### config.mk
export PLATFORM = sky130hd
export DESIGN_NAME = bpm_mapper
export DESIGN_NICKNAME = d
export VERILOG_FILES = /design/src/bpm_pkg.sv /design/src/bpm_mapper.sv
export SDC_FILE = /design/constraint.sdc
export NUM_CORES = 1
export LEC_CHECK = 0
export BUFFER_PORTS_ARGS = -buffer_cell sky130_fd_sc_hd__buf_2
export CAP_MARGIN = 5
export CORE_UTILIZATION = 30
export CTS_CLUSTER_SIZE = 40
export DETAILED_ROUTE_END_ITERATION = 6
export PLACE_DENSITY = 0.5
export REMOVE_ABC_BUFFERS = 1
export SYNTH_ARGS = -nofsm -noshare
export SYNTH_HDL_FRONTEND = slang
export SYNTH_SLANG_ARGS = --single-unit
### constraint.sdc
create_clock -name clk -period 20.9 [get_ports clk]
set_input_delay 0 -clock clk [delete_from_list [all_inputs] [get_ports clk]]
set_output_delay 0 -clock clk [all_outputs]
set_load 0.005 [all_outputs]
### src/bpm_pkg.sv
/*
  Shared constants and types of the block protection bit mapper.
  Assumes a byte-addressed array whose size is 2^m 64-Kbyte blocks.
*/
package bpm_pkg;

  // Widths.
  localparam int ADDR_W = 24;
  localparam int EXT_W = 33;
  localparam int BIT_W = 9;
  localparam int M_W = 4;
  localparam int ADDR_W_MAX = 32;

  // Density limits.
  localparam logic [3:0] M_MIN = 4'h4;
  localparam logic [3:0] M_MAX = 4'h8;

  // Block sizes in bytes.
  localparam logic [32:0] SIZE_8K = 33'h000002000;
  localparam logic [32:0] SIZE_32K = 33'h000008000;
  localparam logic [32:0] SIZE_64K = 33'h000010000;

  // Address field positions.
  localparam int K_LSB = 13;
  localparam int K_MSB = 14;
  localparam int BLK64_LSB = 16;

  // Sector type codes and their size entry locations.
  localparam logic [7:0] TYPE_1 = 8'h01;
  localparam logic [7:0] TYPE_8K = 8'h02;
  localparam logic [7:0] TYPE_32K = 8'h03;
  localparam logic [7:0] TYPE_64K = 8'h04;
  localparam logic [7:0] TYPE_TAB_BASE = 8'h4C;

  // Sector count exponents.
  localparam logic [7:0] CNT_8K = 8'h02;
  localparam logic [7:0] CNT_32K = 8'h00;

  // Start and end adders.
  localparam logic [7:0] ADD_BOT_S = 8'hFF;
  localparam logic [7:0] ADD_BOT_E = 8'h06;
  localparam logic [7:0] ADD_LO32 = 8'hFD;
  localparam logic [7:0] ADD_MID_S = 8'h00;
  localparam logic [7:0] ADD_MID_E = 8'hFC;
  localparam logic [7:0] ADD_HI32 = 8'hFE;
  localparam logic [7:0] ADD_TOP_S = 8'h07;
  localparam logic [7:0] ADD_TOP_E = 8'h0E;

  typedef enum logic [2:0] {SEC_NONE, SEC_BOT8, SEC_LO32, SEC_MID64, SEC_HI32,
    SEC_TOP8} bpm_sec_t;

  typedef struct packed {
    logic [7:0] type_num;
    logic [7:0] count_field;
    logic [7:0] start_field;
    logic [7:0] end_field;
  } bpm_desc_t;

  typedef struct packed {
    bpm_sec_t sec;
    logic [8:0] wr_bit;
    logic [8:0] rd_bit;
    logic rd_ok;
    logic [8:0] start_bit;
    logic [8:0] end_bit;
    logic [8:0] count;
    logic [7:0] type_addr;
  } bpm_map_t;

endpackage

### src/bpm_mapper.sv
/*
  Block protection bit mapper: byte address and density in, section,
  parameter table descriptor and protection bit indices out, one clock later.
  Assumes addr, dens_m and sample come from logic on clk.
*/
// Functional notes
// - Layout: 4x8K, 32K, 64K run, 32K, 4x8K.
// - Middle run holds 2^m minus two blocks.
// - Density m is 4 to 8.
// - Types: 8K is 2, 32K 3, 64K 4.
// - Type code equals index; size entry located.
// - Small section count is two to n.
// - Field 00H is bit 0, else 2^m+1+c.
// - Bits rise by one across the section.
// - Middle run spans bit 0 to adder -4.
// - Lower 32K at -3, upper at -2.
// - Bottom 8K spans -1 to 6, odd read.
// - Top 8K spans 7 to 14, odd read.
// - Uniform 4K sectors are never described.
// - Recurring sizes form separate sections.
`timescale 1ns/1ns
module bpm_mapper #(
  parameter int ADDR_W = bpm_pkg::ADDR_W
) (
  // Clock and reset.
  input wire logic clk,
  input wire logic nrst,
  // Request.
  input wire logic sample,
  input wire logic [ADDR_W-1:0] addr,
  input wire logic [3:0] dens_m,
  // Result.
  output logic out_valid,
  output logic out_err,
  output bpm_pkg::bpm_map_t map,
  output bpm_pkg::bpm_desc_t desc
);

  if (ADDR_W < bpm_pkg::ADDR_W || ADDR_W > bpm_pkg::ADDR_W_MAX) begin : g_chk
    $error("bpm_mapper: ADDR_W out of range");
  end

  // Turns a start or end field into a bit index.
  function automatic logic [8:0] field_to_bit(input logic [7:0] f, input logic [3:0] m);
    logic [9:0] sum;
    sum = 10'h000;
    if (f == 8'h00) begin
      field_to_bit = 9'h000;
    end else begin
      sum = 10'(10'h001 << m) + 10'h001 + {{2{f[7]}}, f};
      field_to_bit = sum[8:0];
    end
  endfunction

  // Turns a type and count field into a sector count.
  function automatic logic [8:0] field_to_count(input logic [7:0] t, input logic [7:0] f,
      input logic [3:0] m);
    if (t == bpm_pkg::TYPE_64K) begin
      field_to_count = 9'(9'h001 << m) - 9'h002;
    end else if (t == bpm_pkg::TYPE_8K || t == bpm_pkg::TYPE_32K) begin
      field_to_count = 9'(9'h001 << f[3:0]);
    end else begin
      field_to_count = 9'h000;
    end
  endfunction

  // Parameter table descriptor of a section.
  function automatic bpm_pkg::bpm_desc_t sec_desc(input bpm_pkg::bpm_sec_t s,
      input logic [3:0] m);
    sec_desc = '0;
    case (s)
      bpm_pkg::SEC_BOT8: begin
        sec_desc = {bpm_pkg::TYPE_8K, bpm_pkg::CNT_8K, bpm_pkg::ADD_BOT_S,
          bpm_pkg::ADD_BOT_E};
      end
      bpm_pkg::SEC_LO32: begin
        sec_desc = {bpm_pkg::TYPE_32K, bpm_pkg::CNT_32K, bpm_pkg::ADD_LO32,
          bpm_pkg::ADD_LO32};
      end
      bpm_pkg::SEC_MID64: begin
        sec_desc = {bpm_pkg::TYPE_64K, {4'h0, m}, bpm_pkg::ADD_MID_S,
          bpm_pkg::ADD_MID_E};
      end
      bpm_pkg::SEC_HI32: begin
        sec_desc = {bpm_pkg::TYPE_32K, bpm_pkg::CNT_32K, bpm_pkg::ADD_HI32,
          bpm_pkg::ADD_HI32};
      end
      bpm_pkg::SEC_TOP8: begin
        sec_desc = {bpm_pkg::TYPE_8K, bpm_pkg::CNT_8K, bpm_pkg::ADD_TOP_S,
          bpm_pkg::ADD_TOP_E};
      end
      default: begin
        sec_desc = '0;
      end
    endcase
  endfunction

  // Density check and section boundaries.
  wire m_ok = (dens_m >= bpm_pkg::M_MIN) && (dens_m <= bpm_pkg::M_MAX);
  wire [32:0] a_ext = 33'(addr);
  wire [32:0] arr_size = bpm_pkg::SIZE_64K << dens_m;
  wire [32:0] b_lo32 = bpm_pkg::SIZE_32K;
  wire [32:0] b_mid = bpm_pkg::SIZE_64K;
  wire [32:0] b_hi32 = arr_size - bpm_pkg::SIZE_64K;
  wire [32:0] b_top = arr_size - bpm_pkg::SIZE_32K;
  wire in_range = m_ok && (a_ext < arr_size);

  // Section select; only blocks with their own protection bits are described.
  wire bpm_pkg::bpm_sec_t sel_sec = !in_range ? bpm_pkg::SEC_NONE :
    (a_ext < b_lo32) ? bpm_pkg::SEC_BOT8 :
    (a_ext < b_mid) ? bpm_pkg::SEC_LO32 :
    (a_ext < b_hi32) ? bpm_pkg::SEC_MID64 :
    (a_ext < b_top) ? bpm_pkg::SEC_HI32 : bpm_pkg::SEC_TOP8;

  // Descriptor and decoded fields.
  wire bpm_pkg::bpm_desc_t sel_desc = sec_desc(sel_sec, dens_m);
  wire [8:0] sel_start = field_to_bit(sel_desc.start_field, dens_m);
  wire [8:0] sel_end = field_to_bit(sel_desc.end_field, dens_m);
  wire [8:0] sel_count = field_to_count(sel_desc.type_num, sel_desc.count_field, dens_m);
  wire [7:0] sel_type_addr = (sel_desc.type_num == 8'h00) ? 8'h00 :
    bpm_pkg::TYPE_TAB_BASE + 8'((sel_desc.type_num - bpm_pkg::TYPE_1) << 1);

  // Bit of the addressed block.
  wire is_8k = (sel_sec == bpm_pkg::SEC_BOT8) || (sel_sec == bpm_pkg::SEC_TOP8);
  wire [1:0] blk_k = addr[bpm_pkg::K_MSB:bpm_pkg::K_LSB];
  wire [8:0] blk64_idx = 9'(a_ext[32:bpm_pkg::BLK64_LSB]) - 9'h001;
  wire [8:0] sel_wr = is_8k ? sel_start + {6'h00, blk_k, 1'b0} :
    (sel_sec == bpm_pkg::SEC_MID64) ? sel_start + blk64_idx : sel_start;
  wire [8:0] sel_rd = is_8k ? sel_wr + 9'h001 : sel_wr;

  wire bpm_pkg::bpm_map_t sel_map = '{sec: sel_sec, wr_bit: sel_wr, rd_bit: sel_rd,
    rd_ok: is_8k, start_bit: sel_start, end_bit: sel_end, count: sel_count,
    type_addr: sel_type_addr};

  // Next values: load on sample, hold otherwise.
  wire next_valid = sample | out_valid;
  wire next_err = sample ? !in_range : out_err;
  wire bpm_pkg::bpm_map_t next_map = sample ? sel_map : map;
  wire bpm_pkg::bpm_desc_t next_desc = sample ? sel_desc : desc;

  always_ff @(posedge clk) begin
    if (!nrst) begin
      out_valid <= 1'b0;
      out_err <= 1'b0;
      map <= '0;
      desc <= '0;
    end else begin
      out_valid <= next_valid;
      out_err <= next_err;
      map <= next_map;
      desc <= next_desc;
    end
  end

  // Checks.
  valid_after_sample_a: assert property (@(posedge clk) disable iff (!nrst)
    sample |=> out_valid && map == $past(sel_map))
    else $error("result not presented one clock after sample");

  invalid_until_sample_a: assert property (@(posedge clk) disable iff (!nrst)
    !out_valid && !sample |=> !out_valid)
    else $error("valid raised without a sample");

  bottom_order_a: assert property (@(posedge clk) disable iff (!nrst)
    sample && m_ok && a_ext < bpm_pkg::SIZE_32K |=> map.sec == bpm_pkg::SEC_BOT8)
    else $error("lowest 32K not mapped to bottom 8K section");

  mid_count_a: assert property (@(posedge clk) disable iff (!nrst)
    sample && sel_sec == bpm_pkg::SEC_MID64
    |=> map.count == 9'(9'h001 << $past(dens_m)) - 9'h002)
    else $error("middle block count wrong");

  bad_density_a: assert property (@(posedge clk) disable iff (!nrst)
    sample && !m_ok |=> out_err && map.sec == bpm_pkg::SEC_NONE)
    else $error("bad density not flagged");

  type_code_a: assert property (@(posedge clk) disable iff (!nrst)
    out_valid && map.rd_ok |-> desc.type_num == bpm_pkg::TYPE_8K &&
    map.type_addr == 8'h4E)
    else $error("8K section type wrong");

  zero_field_a: assert property (@(posedge clk) disable iff (!nrst)
    out_valid && !out_err && desc.start_field == 8'h00 |-> map.start_bit == 9'h000)
    else $error("zero start field not bit 0");

  span_width_a: assert property (@(posedge clk) disable iff (!nrst)
    out_valid && !out_err && map.sec != bpm_pkg::SEC_MID64 |->
    map.end_bit - map.start_bit + 9'h001 == (map.rd_ok ? 9'h008 : map.count))
    else $error("bit span does not match sector count");

  mid_span_a: assert property (@(posedge clk) disable iff (!nrst)
    sample && sel_sec == bpm_pkg::SEC_MID64 |=> map.start_bit == 9'h000 &&
    map.end_bit == 9'(9'h001 << $past(dens_m)) - 9'h003)
    else $error("middle section bit range wrong");

  lo32_bit_a: assert property (@(posedge clk) disable iff (!nrst)
    sample && sel_sec == bpm_pkg::SEC_LO32 |=> map.start_bit == map.end_bit &&
    map.wr_bit == 9'(9'h001 << $past(dens_m)) - 9'h002)
    else $error("lower 32K bit wrong");

  hi32_bit_a: assert property (@(posedge clk) disable iff (!nrst)
    sample && sel_sec == bpm_pkg::SEC_HI32 |=> map.start_bit == map.end_bit &&
    map.wr_bit == 9'(9'h001 << $past(dens_m)) - 9'h001)
    else $error("upper 32K bit wrong");

  bottom_bits_a: assert property (@(posedge clk) disable iff (!nrst)
    sample && sel_sec == bpm_pkg::SEC_BOT8 |=> map.start_bit ==
    9'(9'h001 << $past(dens_m)) && map.end_bit == map.start_bit + 9'h007)
    else $error("bottom 8K range wrong");

  top_bits_a: assert property (@(posedge clk) disable iff (!nrst)
    sample && sel_sec == bpm_pkg::SEC_TOP8 |=> map.start_bit ==
    9'(9'h001 << $past(dens_m)) + 9'h008 && map.end_bit == map.start_bit + 9'h007)
    else $error("top 8K range wrong");

  lock_pair_a: assert property (@(posedge clk) disable iff (!nrst)
    out_valid && map.rd_ok |-> !map.wr_bit[0] && map.rd_bit == map.wr_bit + 9'h001)
    else $error("8K write and read bits not paired");

  small_count_a: assert property (@(posedge clk) disable iff (!nrst)
    out_valid && map.sec == bpm_pkg::SEC_LO32 |-> map.count == 9'h001 &&
    desc.count_field == 8'h00)
    else $error("32K count wrong");

  err_clear_a: assert property (@(posedge clk) disable iff (!nrst)
    sample && in_range |=> !out_err && map.sec != bpm_pkg::SEC_NONE)
    else $error("good request flagged as error");

  hold_result_a: assert property (@(posedge clk) disable iff (!nrst)
    out_valid && !sample |=> $stable(map) && $stable(desc) && $stable(out_err))
    else $error("result changed without a sample");

  valid_stays_a: assert property (@(posedge clk) disable iff (!nrst)
    out_valid |=> out_valid)
    else $error("valid dropped without reset");

  err_zero_a: assert property (@(posedge clk) disable iff (!nrst)
    out_valid && out_err |-> map == '0 && desc == '0)
    else $error("refused request left fields set");

  mid_type_a: assert property (@(posedge clk) disable iff (!nrst)
    out_valid && map.sec == bpm_pkg::SEC_MID64 |-> desc.type_num == 8'h04 &&
    map.type_addr == 8'h52)
    else $error("64K section type wrong");

  type32_addr_a: assert property (@(posedge clk) disable iff (!nrst)
    out_valid && (map.sec == bpm_pkg::SEC_LO32 || map.sec == bpm_pkg::SEC_HI32)
    |-> desc.type_num == 8'h03 && map.type_addr == 8'h50)
    else $error("32K section type wrong");

  small8_count_a: assert property (@(posedge clk) disable iff (!nrst)
    out_valid && map.rd_ok |-> map.count == 9'h004 && desc.count_field == 8'h02)
    else $error("8K count wrong");

  mid_bit_range_a: assert property (@(posedge clk) disable iff (!nrst)
    out_valid && map.sec == bpm_pkg::SEC_MID64 |-> map.wr_bit <= map.end_bit &&
    map.rd_bit == map.wr_bit && !map.rd_ok)
    else $error("64K block bit outside its section");

  bit_in_span_a: assert property (@(posedge clk) disable iff (!nrst)
    out_valid && !out_err |-> map.wr_bit >= map.start_bit && map.rd_bit <= map.end_bit)
    else $error("block bit outside its section");

  mid_first_a: assert property (@(posedge clk) disable iff (!nrst)
    sample && m_ok && a_ext[32:16] == 17'h00001 |=> map.sec == bpm_pkg::SEC_MID64 &&
    map.wr_bit == 9'h000)
    else $error("first 64K block not at bit 0");

  mid_fields_a: assert property (@(posedge clk) disable iff (!nrst)
    out_valid && map.sec == bpm_pkg::SEC_MID64 |-> desc.start_field == 8'h00 &&
    desc.end_field == 8'hFC && map.start_bit == 9'h000)
    else $error("64K section fields wrong");

  lo32_fields_a: assert property (@(posedge clk) disable iff (!nrst)
    out_valid && map.sec == bpm_pkg::SEC_LO32 |-> desc.start_field == 8'hFD &&
    desc.end_field == 8'hFD)
    else $error("lower 32K fields wrong");

  hi32_fields_a: assert property (@(posedge clk) disable iff (!nrst)
    out_valid && map.sec == bpm_pkg::SEC_HI32 |-> desc.start_field == 8'hFE &&
    desc.end_field == 8'hFE)
    else $error("upper 32K fields wrong");

  bottom_lock_a: assert property (@(posedge clk) disable iff (!nrst)
    out_valid && map.sec == bpm_pkg::SEC_BOT8 |-> map.rd_bit[0] && !map.wr_bit[0] &&
    desc.start_field == 8'hFF && desc.end_field == 8'h06)
    else $error("bottom 8K lock bits wrong");

  top_lock_a: assert property (@(posedge clk) disable iff (!nrst)
    out_valid && map.sec == bpm_pkg::SEC_TOP8 |-> map.rd_bit[0] && !map.wr_bit[0] &&
    desc.start_field == 8'h07 && desc.end_field == 8'h0E)
    else $error("top 8K lock bits wrong");

  top_order_a: assert property (@(posedge clk) disable iff (!nrst)
    sample && in_range && arr_size - a_ext <= bpm_pkg::SIZE_32K |=>
    map.sec == bpm_pkg::SEC_TOP8 && desc.type_num == 8'h02)
    else $error("top 8K not its own section");

  block_pair_a: assert property (@(posedge clk) disable iff (!nrst)
    sample && sel_sec == bpm_pkg::SEC_TOP8 |=> map.wr_bit == map.start_bit +
    {6'h00, $past(addr[bpm_pkg::K_MSB:bpm_pkg::K_LSB]), 1'b0})
    else $error("top 8K block bit wrong");

endmodule

==> impl_metrics.json, run 1 <==
{
  "reg2reg_from": "map[43]$_SDFFE_PN0P_",
  "yosys.area.top_type": "dfxtp_1",
  "synthCells": 675,
  "core-area_um2": 17200,
  "synth_ff_type": "dfxtp_1",
  "cts_root_buffer": "clkbuf_16",
  "synthMuxAreaShare": 0.0284,
  "cts_sinks": 71,
  "grt_pass1_vias": 4716,
  "path_max_fanout": 16,
  "vdd_drop_max_mv": 0.0394,
  "die_area_um2": 18200,
  "outcome": "finished, final reports clean",
  "tns_ps": 0,
  "ys_warn_count": 0,
  "antenna_cells": 0,
  "synth-xor-area-share": 0.0430,
  "min_from": "dens_m[3]",
  "crit_arrival_ps": 8090,
  "place_congestion": 0.871,
  "synthSimpleGateAreaFrac": 0.202,
  "synth_top_area_share": 0.269,
  "setup_viol": 0,
  "slew_headroom": 0.416,
  "crit_slowest_cell": "nor4b_1",
  "ys_seq_elements": 71,
  "met2_length_um": 6810,
  "cp.required_ps": 21120,
  "cts_tree": "done",
  "initial_utilization": 0.307,
  "via_per_inst": 4.92,
  "area_growth_pct": 17.0,
  "hpwl_um": 11400,
  "crit_type": "in -> reg",
  "fin_nets": 841,
  "top_layer_used": "met4",
  "rows": 48,
  "worst_setup_hold_path_clk_slew_ps": 60,
  "fin_cells": 980,
  "fin_crit_sh": 0.377,
  "die_h_um": 135,
  "fin_skew_ps": 0,
  "cts_buffers": 9,
  "power_leakage_nw": 2.88,
  "gr-total-overflow": 0,
  "critPathCaptureType": "flop",
  "post_cts_resized": 0,
  "yosysSeqAreaShare": 0.269,
  "boundaryPins": 122,
  "grt_pass1_wl_um": 24600,
  "drv_slew": 0,
  "grt_max_degree": 69,
  "synth_area_leaders": "dfxtp_1 (27%), ha_1 (13%), a21oi_1 (6.3%)",
  "yosysUniqueCellTypes": 73,
  "dr_wl_met3_um": 857,
  "post_cts_buffers": 0,
  "route.vias.total": 4823,
  "max_freq_mhz": 127,
  "yosysMostFrequentCell": "nor2_1",
  "clk-insertion-delay-late_ps": 340,
  "max_stage_delay_ps": 740,
  "rsz0062_at_grt": "false",
  "hold_path_class": "in -> reg",
  "wl_per_cell_um": 15.6,
  "drc": 0,
  "critPathLaunchType": "primary input",
  "cts_hold_buf": 0,
  "drt-initial-drc-count": 268,
  "synthAdderAreaFrac": 0.148,
  "totalWireLength_um": 15300,
  "die_x_um": 135,
  "synthTopCellsByCount": "nor2_1 (79), dfxtp_1 (71), a21oi_1 (67), inv_1 (57), ha_1 (56)",
  "htreeDepth": 3,
  "syn_area_um2": 5290,
  "layout-drive-gt1-share": 0.188,
  "avgSynthCellArea_um2": 7.84,
  "drv_cap": 0,
  "synth_top_family_by_area": "compound AO/OA/AOI/OAI gates",
  "power_per_cell_area_nw_per_um2": 62.0,
  "synth-compound-area-share": 0.218,
  "cpMostUsedCell": "ha_1",
  "antenna_found_initial": 0,
  "wl_met1_um": 7360,
  "worstSetupStartpoint": "dens_m[1]",
  "synth-async-reset-ratio": 0,
  "synth-edff-count": 0,
  "grt_use_total": 0.175,
  "cts_buffer_depth": 2,
  "worstMarginPinSlew_ps": 864,
  "fin_crit_ps": 7870,
  "dp_cells": 964,
  "placement.io_buffers": 98,
  "drt-pass1-iter-count": 4,
  "finalHoldViolCount": 0,
  "postRouteAntennaNets": 0
}
[layout by cell type, fill, tap and decap left out, types with 10 or more instances in the layout]
cell,n
buf_2,98
nor2_1,79
dfxtp_1,71
a21oi_1,67
ha_1,56
nand2_1,55
inv_1,55
o21ai_0,28
xnor2_1,20
nand3_1,18
nor3_1,17
mux2i_1,15
a211oi_1,10
conb_1,10
[routing by layer]
metal	vias up	global-route usage
met2	122	0.288
met5	-	0
met1	2202	0.227
met3	14	0.0387
met4	0	0.0524
li1	2485	-
[per-stage QoR]
step	util	area [um^2]	worst slack [ps]	hold WS (ps)	total power, mW
floorplan	-	5060	14380	89.4	0.192
global placement	0.340	5870	12760	398	0.219
detailed placement	0.340	5870	12750	400	0.219
CTS	0.359	6190	13050	34.7	0.390
global route	0.359	6190	12180	56.4	0.403
finish	0.359	6190	13030	45.5	0.384
[final cells by class]
cell class / count / area [um^2]
Timing Repair Buffer: 103 / 528
Multi-Input combinational cell: 508 / 3420
Clock buffer: 13 / 260
Inverter: 57 / 214
Fill cell: 1848 / 11000
Sequential cell: 71 / 1420
Clock inverter: 3 / 65.1
Tap cell: 225 / 282
[flip-flops by register name, summed over array words and instances, names as in the netlist]
signal     cells
out_err        1
map           55
desc          14
out_valid      1
[path summary, 6_finish.rpt]
| path | slack [ps] | to | depth (start not counted) |
|---|---|---|---|
| worst max-delay path | 13030 | map[44]$_SDFFE_PN0P_ | 33 |
| worst min-delay path | 50 | desc[19]$_SDFFE_PN0P_ | 3 |
| worst max register to register | 19470 | map[43]$_SDFFE_PN0P_ | 5 |
| worst min register to register | 460 | desc[19]$_SDFFE_PN0P_ | 2 |
[worst max-delay path: cells and delay by family]
kind                     cells  cell delay, ps
buffers and inverters        5             700
XOR/XNOR                     2             510
adder cells (fa/ha/maj)      6            1500
AND/OR/NAND/NOR             12            3490
AO/OA/AOI/OAI                8            1880
[report_power, final]
part           switching, mW  leakage [nW]  internal, mW
sequential           0.00218         0.577         0.140
clock                 0.0572         0.160         0.111
combinational         0.0464          2.14        0.0273
[kinds of logic after synthesis]
family                     count (synthesis)
adders and majority gates                 60
buffers and inverters                    105
DFF                                       71
and+or+nand+nor                          223
other                                      1
AOI/OAI and AO/OA                        174
xor gates and xnor gates                  26
muxes                                     15
Note: power is estimated with default switching activity, not from simulation.
==> run 2: changes to the inputs <==
==> constraint.sdc (replaced) <==
create_clock -name clk -period 8.1 [get_ports clk]
set_input_delay 0 -clock clk [delete_from_list [all_inputs] [get_ports clk]]
set_output_delay 0 -clock clk [all_outputs]
set_load 0.005 [all_outputs]
==> run 2 against run 1 <==
Against the previous run: global-route usage rose by 0.13 points; critical endpoint unchanged; flip-flop and latch count unchanged; clock-buffer cell count is 2 lower; register-to-register slack lost 13000 ps.
==> impl_metrics.json, run 2 (synthesis results as in run 1) <==
{
  "finalPower_mw": 0.995,
  "via_per_inst": 4.95,
  "crit_arrival_ps": 7310,
  "hpwl_um": 11800,
  "fin_skew_ps": 0,
  "slew_headroom": 0.466,
  "max_stage_delay_ps": 600,
  "boundaryPins": 122,
  "antenna_found_initial": 0,
  "post_cts_buffers": 0,
  "area_growth_pct": 18.4,
  "drv_cap": 0,
  "fin_crit_ps": 7090,
  "drt-pass1-iter-count": 5,
  "drc": 0,
  "tns_ps": 0,
  "drt-initial-drc-count": 239,
  "largestRegisters": "map (55), desc (14)",
  "critPathLaunchType": "primary input",
  "reg2reg_slack_ps": 6700,
  "cp.required_ps": 8320,
  "drv_slew": 0,
  "route.vias.total": 4901,
  "worstSetupStartpoint": "dens_m[2]",
  "cpMostUsedCell": "ha_1",
  "grt_use_total": 0.176,
  "critPathCaptureType": "flop",
  "vdd_drop_max_mv": 0.112,
  "hold_path_class": "in -> reg",
  "cts_root_buffer": "clkbuf_16",
  "worstMarginPinSlew_ps": 794,
  "cts_buffers": 9,
  "totalWireLength_um": 15500,
  "die_area_um2": 18200,
  "grt_max_degree": 67,
  "layout-drive-gt1-share": 0.200,
  "placement.io_buffers": 98,
  "grt_pass1_vias": 4647,
  "cts_sinks": 71,
  "layout_common_cells": "buf_2 (98), nor2_1 (79), dfxtp_1 (71), a21oi_1 (67), ha_1 (56)",
  "antenna_cells": 0,
  "fin_nets": 851,
  "initial_utilization": 0.307,
  "worstReg2RegEnd": "map[43]$_SDFFE_PN0P_",
  "outcome": "finished, final reports clean",
  "power_leakage_nw": 2.92,
  "gr-total-overflow": 0,
  "setup_viol": 0,
  "worst_r2r_path_depth": 5,
  "worst_setup_hold_path_clk_slew_ps": 70,
  "post_cts_resized": 0,
  "postRouteAntennaNets": 0,
  "regArea_um2": 1420,
  "rows": 48,
  "wl_per_cell_um": 15.6,
  "core-area_um2": 17200,
  "cts_buffer_depth": 2,
  "die_h_um": 135,
  "rsz0062_at_grt": "false",
  "htreeDepth": 3,
  "largest_register": "map",
  "clk-insertion-delay-late_ps": 330,
  "grt_pass1_wl_um": 24800,
  "fill_cells": 1859,
  "cp-endpoint": "map[44]$_SDFFE_PN0P_",
  "cts_hold_buf": 0,
  "die_x_um": 135,
  "fin_crit_sh": 0.876,
  "largest_reg_flops": 55,
  "max_freq_mhz": 141,
  "crit_slowest_cell": "nor4b_1",
  "cts_tree": "done",
  "power_per_cell_area_nw_per_um2": 159,
  "path_max_fanout": 15,
  "finalHoldViolCount": 0,
  "crit_type": "in -> reg",
  "place_congestion": 0.889,
  "reg2reg_from": "map[43]$_SDFFE_PN0P_",
  "multi_input_area_um2": 3420,
  "layout_commonest_cell": "buf_2"
}
## run 2: worst min path at each step
stage                          from                     to  cells after the start
2_1_floorplan                sample   map[10]$_SDFFE_PN0P_                      1
3_3_place_gp   map[10]$_SDFFE_PN0P_                map[10]                      1
3_5_place_dp   map[48]$_SDFFE_PN0P_                map[48]                      1
4_1_cts                   dens_m[0]  desc[16]$_SDFFE_PN0P_                      3
5_1_grt                   dens_m[0]  desc[16]$_SDFFE_PN0P_                      3
6_report                  dens_m[3]  desc[19]$_SDFFE_PN0P_                      3
## run 2: layer usage
metal | global-route usage | wire length (um)
met4 | 0.0537 | 295
met2 | 0.273 | 6660
met3 | 0.0357 | 673
met1 | 0.244 | 7840
met5 | 0 | 0
## run 2: worst max-delay path, delay by kind of cell
family / cells / cell delay (ps)
buf+inv: 3 / 370
fa+ha+maj: 5 / 1440
compound gates: 8 / 1780
xor+xnor: 2 / 380
simple gates: 13 / 3340
## run 2: cell type report
class,count,area share
Clock inverter,5,0.0130
Sequential cell,71,0.227
Inverter,57,0.0341
Timing Repair Buffer,113,0.0962
Clock buffer,11,0.0387
Multi-Input combinational cell,508,0.546
Tap cell,225,0.0449
## run 2: where the power goes
group          internal, mW  switching, mW  total, mW
sequential            0.361        0.00559      0.367
clock                 0.278          0.155      0.433
combinational        0.0736          0.121      0.194
## run 2: metrics by stage
| stage | setup slack (ps) | utilization | hold slack, ps | instance area (um^2) | std cells |
|---|---|---|---|---|---|
| 6_report | 1010 | 0.364 | 44.2 | 6270 | 990 |
| 2_1_floorplan | 1580 | - | 89.4 | 5060 | 636 |
| 3_3_place_gp | 813 | 0.345 | 398 | 5940 | 974 |
| 4_1_cts | 1050 | 0.364 | 38.2 | 6270 | 990 |
| 3_5_place_dp | 727 | 0.345 | 399 | 5940 | 974 |
| 5_1_grt | 370 | 0.364 | 64.6 | 6270 | 990 |
